==> config.mk <==
export PLATFORM = sky130hd
export DESIGN_NAME = timer_b_channel
export DESIGN_NICKNAME = d
export VERILOG_FILES = /design/src/rtl/timer_b_channel.v
export VERILOG_INCLUDE_DIRS = /design/src /design/src/rtl
export SDC_FILE = /design/constraint.sdc
export NUM_CORES = 1
export LEC_CHECK = 0
export BUFFER_PORTS_ARGS = -buffer_cell sky130_fd_sc_hd__buf_2
export CORE_ASPECT_RATIO = 1.2
export CORE_UTILIZATION = 40
export CTS_CLUSTER_DIAMETER = 80
export DETAILED_ROUTE_END_ITERATION = 8
export MAX_ROUTING_LAYER = met4
export PLACE_DENSITY = 0.61
export SLEW_MARGIN = 40
export SYNTH_ARGS = -nofsm -noshare
export SYNTH_HDL_FRONTEND = slang
export SYNTH_SLANG_ARGS = --single-unit
==> constraint.sdc <==
create_clock -name i_clock -period 4.3 [get_ports i_clock]
set_input_delay 0.215 -clock i_clock [delete_from_list [all_inputs] [get_ports i_clock]]
set_output_delay 0.215 -clock i_clock [all_outputs]
set_load 0.01 [all_outputs]
==> src/rtl/timer_b_defs.vh <==
/*
 * Constants for the timer B event counter and pulse measurement channel:
 * register offsets, field positions, mode codes, reset values, timing.
 * Assumes it is included by bare name from the channel module only.
 */
`ifndef TIMER_B_DEFS_VH
`define TIMER_B_DEFS_VH

// ----------------------------------------------------------------
// Register byte offsets
// ----------------------------------------------------------------
`define ADDR_COUNTER      12'h000
`define ADDR_MODE         12'h004
`define ADDR_RUN          12'h008
`define ADDR_LSB          11
`define ADDR_MSB          0

// ----------------------------------------------------------------
// Mode register fields
// ----------------------------------------------------------------
`define MODE_OP_LO        1
`define MODE_OP_HI        0
`define MODE_SEL_LO       3
`define MODE_SEL_HI       2
`define MODE_OVF_BIT      5
`define MODE_CLK_LO       7
`define MODE_CLK_HI       6
`define MODE_WMASK        8'hcf
`define MODE_RESET        8'h00

`define OP_TIMER          2'h0
`define OP_EVENT          2'h1
`define OP_MEASURE        2'h2

`define EDGE_FALL         2'h0
`define EDGE_RISE         2'h1
`define EDGE_BOTH         2'h2

`define MEAS_WIDTH_BIT    0

`define CLK_F1            2'h0
`define CLK_F8            2'h1
`define CLK_F32           2'h2
`define CLK_SUB_CLOCK_DIV32          2'h3

// ----------------------------------------------------------------
// Widths, reset values and divider counts
// ----------------------------------------------------------------
`define CNT_RESET         16'h0000
`define CNT_ZERO          16'h0000
`define CNT_ONE           16'h0001
`define CNT_MAX           16'hffff
`define PRE_RESET         5'h00
`define PRE_ONE           5'h01
`define PRE_F8_END        3'h7
`define PRE_F32_END       5'h1f
`define DATA_ZERO         32'h00000000

`endif

==> src/rtl/timer_b_channel.v <==
/*
 * One channel of a 16-bit general timer: event counter mode and
 * pulse period / pulse width measurement mode, with an APB slave.
 * Assumes a 100 MHz system clock, a synchronous active-high reset,
 * an asynchronous measured/event pin and an asynchronous sub-clock pin.
 */
`timescale 1ns/1ps
`default_nettype none
`include "timer_b_defs.vh"

module timer_b_channel (
	input  wire        i_clock,
	input  wire        i_rst,
	input  wire        i_psel,
	input  wire        i_penable,
	input  wire        i_pwrite,
	input  wire [11:0] i_paddr,
	input  wire [31:0] i_pwdata,
	input  wire        i_channel_input_pin,
	input  wire        i_sub_clock,
	output reg  [31:0] o_prdata,
	output reg         o_pready,
	output reg         o_pslverr,
	output reg         o_irq
);

	// ----------------------------------------------------------------
	// Decode helpers
	// ----------------------------------------------------------------

	// Address match, used for both reads and writes
	function addr_is;
		input [11:0] addr;
		input [11:0] target;
		begin
			addr_is = (addr == target);
		end
	endfunction

	// Map an edge selection onto a pair of detected edges
	function edge_hit;
		input [1:0] sel;
		input       rise;
		input       fall;
		begin
			case (sel)
				`EDGE_FALL: edge_hit = fall;
				`EDGE_RISE: edge_hit = rise;
				`EDGE_BOTH: edge_hit = rise | fall;
				default:    edge_hit = 1'b0;
			endcase
		end
	endfunction

	// ----------------------------------------------------------------
	// Registers and internal state
	// ----------------------------------------------------------------
	reg  [15:0] counter;
	reg  [15:0] reload;
	reg  [7:0]  channel_mode_reg;
	reg         run_flag;
	reg         overflow_flag;
	reg         seen_first;
	reg  [4:0]  prescale;
	reg  [4:0]  sub_div;
	reg         sub_level;
	reg         pin_level;
	reg         pin_prev;
	reg         sub_prev;

	wire [1:0] sync_in;
	wire [1:0] sync_s2;
	wire [1:0] sync_s3;

	wire [1:0] op_mode;
	wire [1:0] edge_sel;
	wire [1:0] clk_sel;
	wire       is_event;
	wire       is_measure;

	wire       bus_setup;
	wire       bus_done;
	wire       wr_counter;
	wire       wr_mode;
	wire       wr_run;
	wire       addr_ok;

	wire       pin_rise;
	wire       pin_fall;
	wire       sub_rise;
	wire       event_edge;
	wire       meas_edge;
	reg        count_tick;

	reg  [15:0] next_counter;
	reg  [15:0] next_reload;
	reg         next_irq;
	reg         next_overflow;
	reg         next_seen_first;
	reg  [31:0] read_data;

	// ----------------------------------------------------------------
	// Mode field decode
	// ----------------------------------------------------------------

	assign op_mode    = {channel_mode_reg[`MODE_OP_LO], channel_mode_reg[`MODE_OP_HI]};
	assign edge_sel   = {channel_mode_reg[`MODE_SEL_LO], channel_mode_reg[`MODE_SEL_HI]};
	assign clk_sel    = {channel_mode_reg[`MODE_CLK_LO], channel_mode_reg[`MODE_CLK_HI]};
	assign is_event   = (op_mode == `OP_EVENT);
	assign is_measure = (op_mode == `OP_MEASURE);

	// ----------------------------------------------------------------
	// Input synchronisers
	// ----------------------------------------------------------------
	assign sync_in = {i_sub_clock, i_channel_input_pin};

	genvar g;
	generate
		for (g = 0; g < 2; g = g + 1) begin : g_sync
			reg s1;
			reg s2;
			reg s3;
			// Stage one feeds only stage two, keeping metastability contained
			always @(posedge i_clock) begin
				if (i_rst) begin
					s1 <= 1'b0;
					s2 <= 1'b0;
					s3 <= 1'b0;
				end else begin
					s1 <= sync_in[g];
					s2 <= s1;
					s3 <= s2;
				end
			end
			assign sync_s2[g] = s2;
			assign sync_s3[g] = s3;
		end
	endgenerate

	always @(posedge i_clock) begin
		if (i_rst) begin
			pin_level <= 1'b0;
			pin_prev  <= 1'b0;
			sub_level <= 1'b0;
			sub_prev  <= 1'b0;
		end else begin
			if (sync_s2[0] == sync_s3[0]) begin
				pin_level <= sync_s3[0];
			end
			if (sync_s2[1] == sync_s3[1]) begin
				sub_level <= sync_s3[1];
			end
			pin_prev <= pin_level;
			sub_prev <= sub_level;
		end
	end

	// edge detection on the filtered level
	assign pin_rise = pin_level & ~pin_prev;
	assign pin_fall = ~pin_level & pin_prev;
	assign sub_rise = sub_level & ~sub_prev;

	assign event_edge = edge_hit(edge_sel, pin_rise, pin_fall);

	// period uses falling edges, width uses both
	assign meas_edge = edge_sel[`MEAS_WIDTH_BIT] ? (pin_rise | pin_fall) : pin_fall;

	// ----------------------------------------------------------------
	// Count clock prescaler
	// ----------------------------------------------------------------

	// Free running dividers so the tick phase does not depend on run flag
	always @(posedge i_clock) begin
		if (i_rst) begin
			prescale <= `PRE_RESET;
			sub_div  <= `PRE_RESET;
		end else begin
			prescale <= prescale + `PRE_ONE;
			if (sub_rise) begin
				sub_div <= sub_div + `PRE_ONE;
			end
		end
	end

	// one cycle tick at the selected rate
	always @* begin
		case (clk_sel)
			`CLK_F1:   count_tick = 1'b1;
			`CLK_F8:   count_tick = (prescale[2:0] == `PRE_F8_END);
			`CLK_F32:  count_tick = (prescale == `PRE_F32_END);
			`CLK_SUB_CLOCK_DIV32: count_tick = sub_rise & (sub_div == `PRE_F32_END);
			default:   count_tick = 1'b0;
		endcase
	end

	// ----------------------------------------------------------------
	// APB decode
	// ----------------------------------------------------------------

	// One wait state: pready rises on the second access cycle
	assign bus_setup  = i_psel & i_penable & ~o_pready;
	assign bus_done   = i_psel & i_penable & o_pready;
	assign addr_ok    = addr_is(i_paddr, `ADDR_COUNTER) | addr_is(i_paddr, `ADDR_MODE) |
	                    addr_is(i_paddr, `ADDR_RUN);
	assign wr_counter = bus_done & i_pwrite & addr_is(i_paddr, `ADDR_COUNTER);
	assign wr_mode    = bus_done & i_pwrite & addr_is(i_paddr, `ADDR_MODE);
	assign wr_run     = bus_done & i_pwrite & addr_is(i_paddr, `ADDR_RUN);

	// Read multiplexer
	always @* begin
		read_data = `DATA_ZERO;
		if (addr_is(i_paddr, `ADDR_COUNTER)) begin
			// capture valid only after second edge
			if (is_measure) begin
				read_data[15:0] = reload;
			end else begin
				read_data[15:0] = counter;
			end
		end else if (addr_is(i_paddr, `ADDR_MODE)) begin
			read_data[7:0] = channel_mode_reg;
			read_data[`MODE_OVF_BIT] = overflow_flag;
		end else if (addr_is(i_paddr, `ADDR_RUN)) begin
			read_data[0] = run_flag;
		end
	end

	// Bus answer, registered so all outputs come from flops
	always @(posedge i_clock) begin
		if (i_rst) begin
			o_pready  <= 1'b0;
			o_pslverr <= 1'b0;
			o_prdata  <= `DATA_ZERO;
		end else begin
			o_pready  <= bus_setup;
			o_pslverr <= bus_setup & ~addr_ok;
			if (bus_setup) begin
				o_prdata <= read_data;
			end
		end
	end

	// Control registers written by software
	always @(posedge i_clock) begin
		if (i_rst) begin
			channel_mode_reg <= `MODE_RESET;
			run_flag         <= 1'b0;
		end else begin
			if (wr_mode) begin
				channel_mode_reg <= i_pwdata[7:0] & `MODE_WMASK;
			end
			if (wr_run) begin
				run_flag <= i_pwdata[0];
			end
		end
	end

	// ----------------------------------------------------------------
	// Counter core
	// ----------------------------------------------------------------

	// Next state of counter, reload, flags and request
	always @* begin
		next_counter    = counter;
		next_reload     = reload;
		next_irq        = 1'b0;
		next_overflow   = overflow_flag;
		next_seen_first = seen_first;

		// mode write while running clears overflow
		if (wr_mode & run_flag) begin
			next_overflow = 1'b0;
		end

		// halted counter forgets the first edge
		if (!run_flag) begin
			next_seen_first = 1'b0;
		end

		if (is_event) begin
			if (run_flag & event_edge) begin
				if (counter == `CNT_ZERO) begin
					// period is reload plus one edges
					next_counter = reload;
					next_irq     = 1'b1;
				end else begin
					next_counter = counter - `CNT_ONE;
				end
			end
			if (wr_counter) begin
				next_reload = i_pwdata[15:0];
				if (!run_flag) begin
					next_counter = i_pwdata[15:0];
				end
			end
		end else if (is_measure) begin
			if (run_flag) begin
				if (meas_edge) begin
					next_reload     = counter;
					next_counter    = `CNT_ZERO;
					next_seen_first = 1'b1;
					next_irq        = seen_first;
				end else if (count_tick) begin
					next_counter = counter + `CNT_ONE;
					if (counter == `CNT_MAX) begin
						// overflow sets flag and requests; set beats clear
						next_overflow = 1'b1;
						next_irq      = 1'b1;
					end
				end
			end
		end else begin
			// Plain timer mode is outside this channel; writes still land
			if (wr_counter) begin
				next_reload = i_pwdata[15:0];
				if (!run_flag) begin
					next_counter = i_pwdata[15:0];
				end
			end
		end
	end

	// Core state registers
	always @(posedge i_clock) begin
		if (i_rst) begin
			counter       <= `CNT_RESET;
			reload        <= `CNT_RESET;
			overflow_flag <= 1'b0;
			seen_first    <= 1'b0;
			o_irq         <= 1'b0;
		end else begin
			counter       <= next_counter;
			reload        <= next_reload;
			overflow_flag <= next_overflow;
			seen_first    <= next_seen_first;
			o_irq         <= next_irq;
		end
	end

endmodule // timer_b_channel
`default_nettype wire

==> impl_metrics.py <==
metrics = {
    "global_routing": {
        "overflow": 0,
        "grt_usage_pct": 25.78,
        "antenna_found_initial": 0,
        "grt_pass1_wl_um": 25470,
        "grt_max_degree": 44,
        "grt_pass1_vias": 4727,
    },
    "synth": {
        "async_flop_share_pct": 0,
        "ys_seq_area_share_pct": 31.52,
        "synth_edf_count": 0,
        "synth_top_flop_cell": "dfxtp_1",
        "syn_avg_cell_area_um2": 7.952,
        "syn-instance-count": 639,
        "netlist_area_um2": 5081,
        "synth_cell_type_count": 79,
        "ys_ff_latch": 80,
        "ys_warn_count": 0,
    },
    "worst_setup_path": {
        "critPathLaunchType": "flop",
        "crit_buf_inv": 3,
        "criticalPathCategory": "reg2reg",
        "arrival_ns": 3.13,
        "path_delay_family": "compound AO/OA/AOI/OAI gates",
        "critPathSlowestCell": "a21oi_2",
        "critPathMaxStageDelay_ns": 0.62,
        "path_cells": "inv_1, ha_1, nand2b_1, buf_4, o22ai_1, a21oi_2, buf_4, nor2_1, a311oi_1",
        "required_ns": 4.55,
        "critPathMaxFanout": 19,
        "cp_common_cell": "buf_4",
        "rrSetupSlack_ns": 1.42,
        "endpoint_kind": "flop",
    },
    "pwr": {
        "pwr-share-comb_pct": 5.1,
        "p_clk_share_pct": 49.5,
        "ir_drop_mv": 0.1979,
        "power.switching_mw": 0.3791,
        "power_mw": 1.665,
        "power_leakage_nw": 2.090,
        "pwr-share-seq_pct": 45.3,
        "intPower_mw": 1.286,
        "p_per_area_nw_per_um2": 296.1,
        "swShare_pct": 22.77,
    },
    "floorplan": {
        "dieArea_um2": 13160,
        "io-pin-count": 86,
        "core_area_um2": 12220,
        "die-height_um": 125.5,
        "die_w_um": 104.9,
        "start_util_pct": 41.57,
        "rows": 44,
    },
    "hold_path": {
        "hp-class": "in2reg",
    },
    "clock_tree": {
        "holdBufCountCts": 0,
        "cts.htree.levels": 3,
        "ctsLongestPathBuffers": 2,
        "cts.sinks": 80,
        "cts_tree": "done",
        "root_buffer": "clkbuf_16",
        "cts_buffers": 9,
        "clkSlewWorstSetupHoldPaths_ns": 0.06,
        "cts_setup_buffers": 0,
        "insertion_delay_ns": 0.35,
        "cts_resized": 0,
    },
    "final_layout": {
        "diodes": 0,
        "areaGrowthSynthToFinish_pct": 10.69,
        "num-nets-final": 726,
        "drive_gt1_share_pct": 15.47,
        "reg_top3": "counter (16), o_prdata (16), reload (16)",
    },
    "placement": {
        "portBuffers": 53,
        "dp_hpwl_um": 11280,
        "gp_congestion": 0.9461,
    },
    "timing": {
        "worstMarginPinSlew_ns": 0.8816,
        "setup_violations": 0,
        "relSlewSlack_pct": 40.83,
        "fin_crit_sh_pct": 66.93,
        "fin_skew_ns": 0.009297,
        "period_minus_slack_ns": 2.878,
        "tns_ns": 0,
        "rsz0062_at_grt": "no",
        "hold_viol_final": 0,
        "timing.final.max_slew_violations": 0,
        "max_freq_mhz": 347.5,
    },
    "detailed_routing": {
        "viasPerCell": 5.972,
        "first_pass_iters": 8,
        "wirelength_um": 16130,
        "detail-route-antenna-nets": 0,
        "drtIter0Drc": 500,
        "wl_per_cell_um": 19.50,
        "dr_total_vias": 4939,
        "drc": 0,
    },
    "outcome": {
        "run_status": "finished clean",
    },
    "run": {
        "maxCapViolCount": 0,
    },
}
## area by class of cell
class,count,area [µm²]
flip-flops and latches,80,1602
well taps,161,201.4
clock inverters,5,81.33
fillers,1269,6598
clock buffers,10,229.0
multi-input cells,491,3107
inverters,17,63.81
repair buffers,63,340.3
## path summary, 6_finish.rpt
kind / startpoint / end / cells past startpoint
worst max-delay path: channel_mode_reg[0]$_SDFFE_PP0N_ / reload[8]$_SDFFE_PP0P_ / 9
worst min-delay path: i_sub_clock / g_sync[1].s1$_SDFF_PP0_ / 2
worst max register to register: channel_mode_reg[0]$_SDFFE_PP0N_ / reload[8]$_SDFFE_PP0P_ / 9
worst min register to register: g_sync[1].s1$_SDFF_PP0_ / g_sync[1].s2$_SDFF_PP0_ / 1
## kinds of logic after synthesis
kind of cell               count (synthesis)  share of synthesized area, %
other                                      1                       0.07380
buffers and inverters                     83                         8.717
xor gates and xnor gates                  23                         3.965
muxes                                     24                         4.826
and+or+nand+nor                          269                         26.84
adders and majority gates                 13                         3.201
DFF                                       80                         31.52
AOI/OAI and AO/OA                        146                         20.86
## cells in the mapped netlist (11+ instances only)
library cell	count	area (µm²)
nor2_1	86	322.8
dfxtp_1	80	1602
nand2_1	58	217.7
a21oi_1	34	170.2
clkbuf_1	31	116.4
nor3_1	31	155.2
nor2b_1	23	143.9
mux2i_1	20	200.2
nand3_1	19	95.09
buf_4	17	127.6
inv_1	16	60.06
a311oi_1	15	131.4
xnor2_1	15	131.4
ha_1	13	162.7
a221oi_1	11	96.34
o21ai_0	11	55.05
## through the flow
stage / util, % / hold WS, ns / area [µm²] / setup slack [ns] / cells
after floorplan: - / 0.3432 / 5137 / 2.112 / 654
after global placement: 43.40 / 0.4190 / 5304 / 1.488 / 812
after detailed placement: 43.48 / 0.4399 / 5314 / 1.458 / 812
after CTS: 46.02 / 0.08586 / 5624 / 1.432 / 827
after global routing: 46.02 / 0.1010 / 5624 / 1.214 / 827
final: 46.02 / 0.08629 / 5624 / 1.422 / 827
## metal layers
layer / GRT usage (%) / wire (µm)
met1: 30.17 / 6631
met2: 41.96 / 7815
met3: 4.745 / 1162
met5: - / 0
met4: 13.50 / 520
## cells in the final DEF (no fill, tap or decap), drive strengths merged, types with 6 or more instances in the layout
master  count
nand4       7
nor2b      23
o21ai      17
mux2i      20
ha         13
o41ai       6
nor3       34
nor4        8
dfxtp      80
conb       16
nand2      58
o22ai       9
xor2        8
a21oi      35
nand2b      6
inv        18
a311oi     15
clkbuf     10
xnor2      15
and3        6
a221oi     12
buf        63
nand3      20
nor2       87
## power groups by stage
stage | sequential, mW | combinational, mW | clock, mW
floorplan | 0.772 | 0.0567 | 0
global placement | 0.771 | 0.0821 | 0
detailed placement | 0.771 | 0.0851 | 0
CTS | 0.755 | 0.0857 | 0.832
global route | 0.755 | 0.0943 | 0.868
finish | 0.755 | 0.0856 | 0.825
Note: power is estimated with default switching activity, not from simulation.
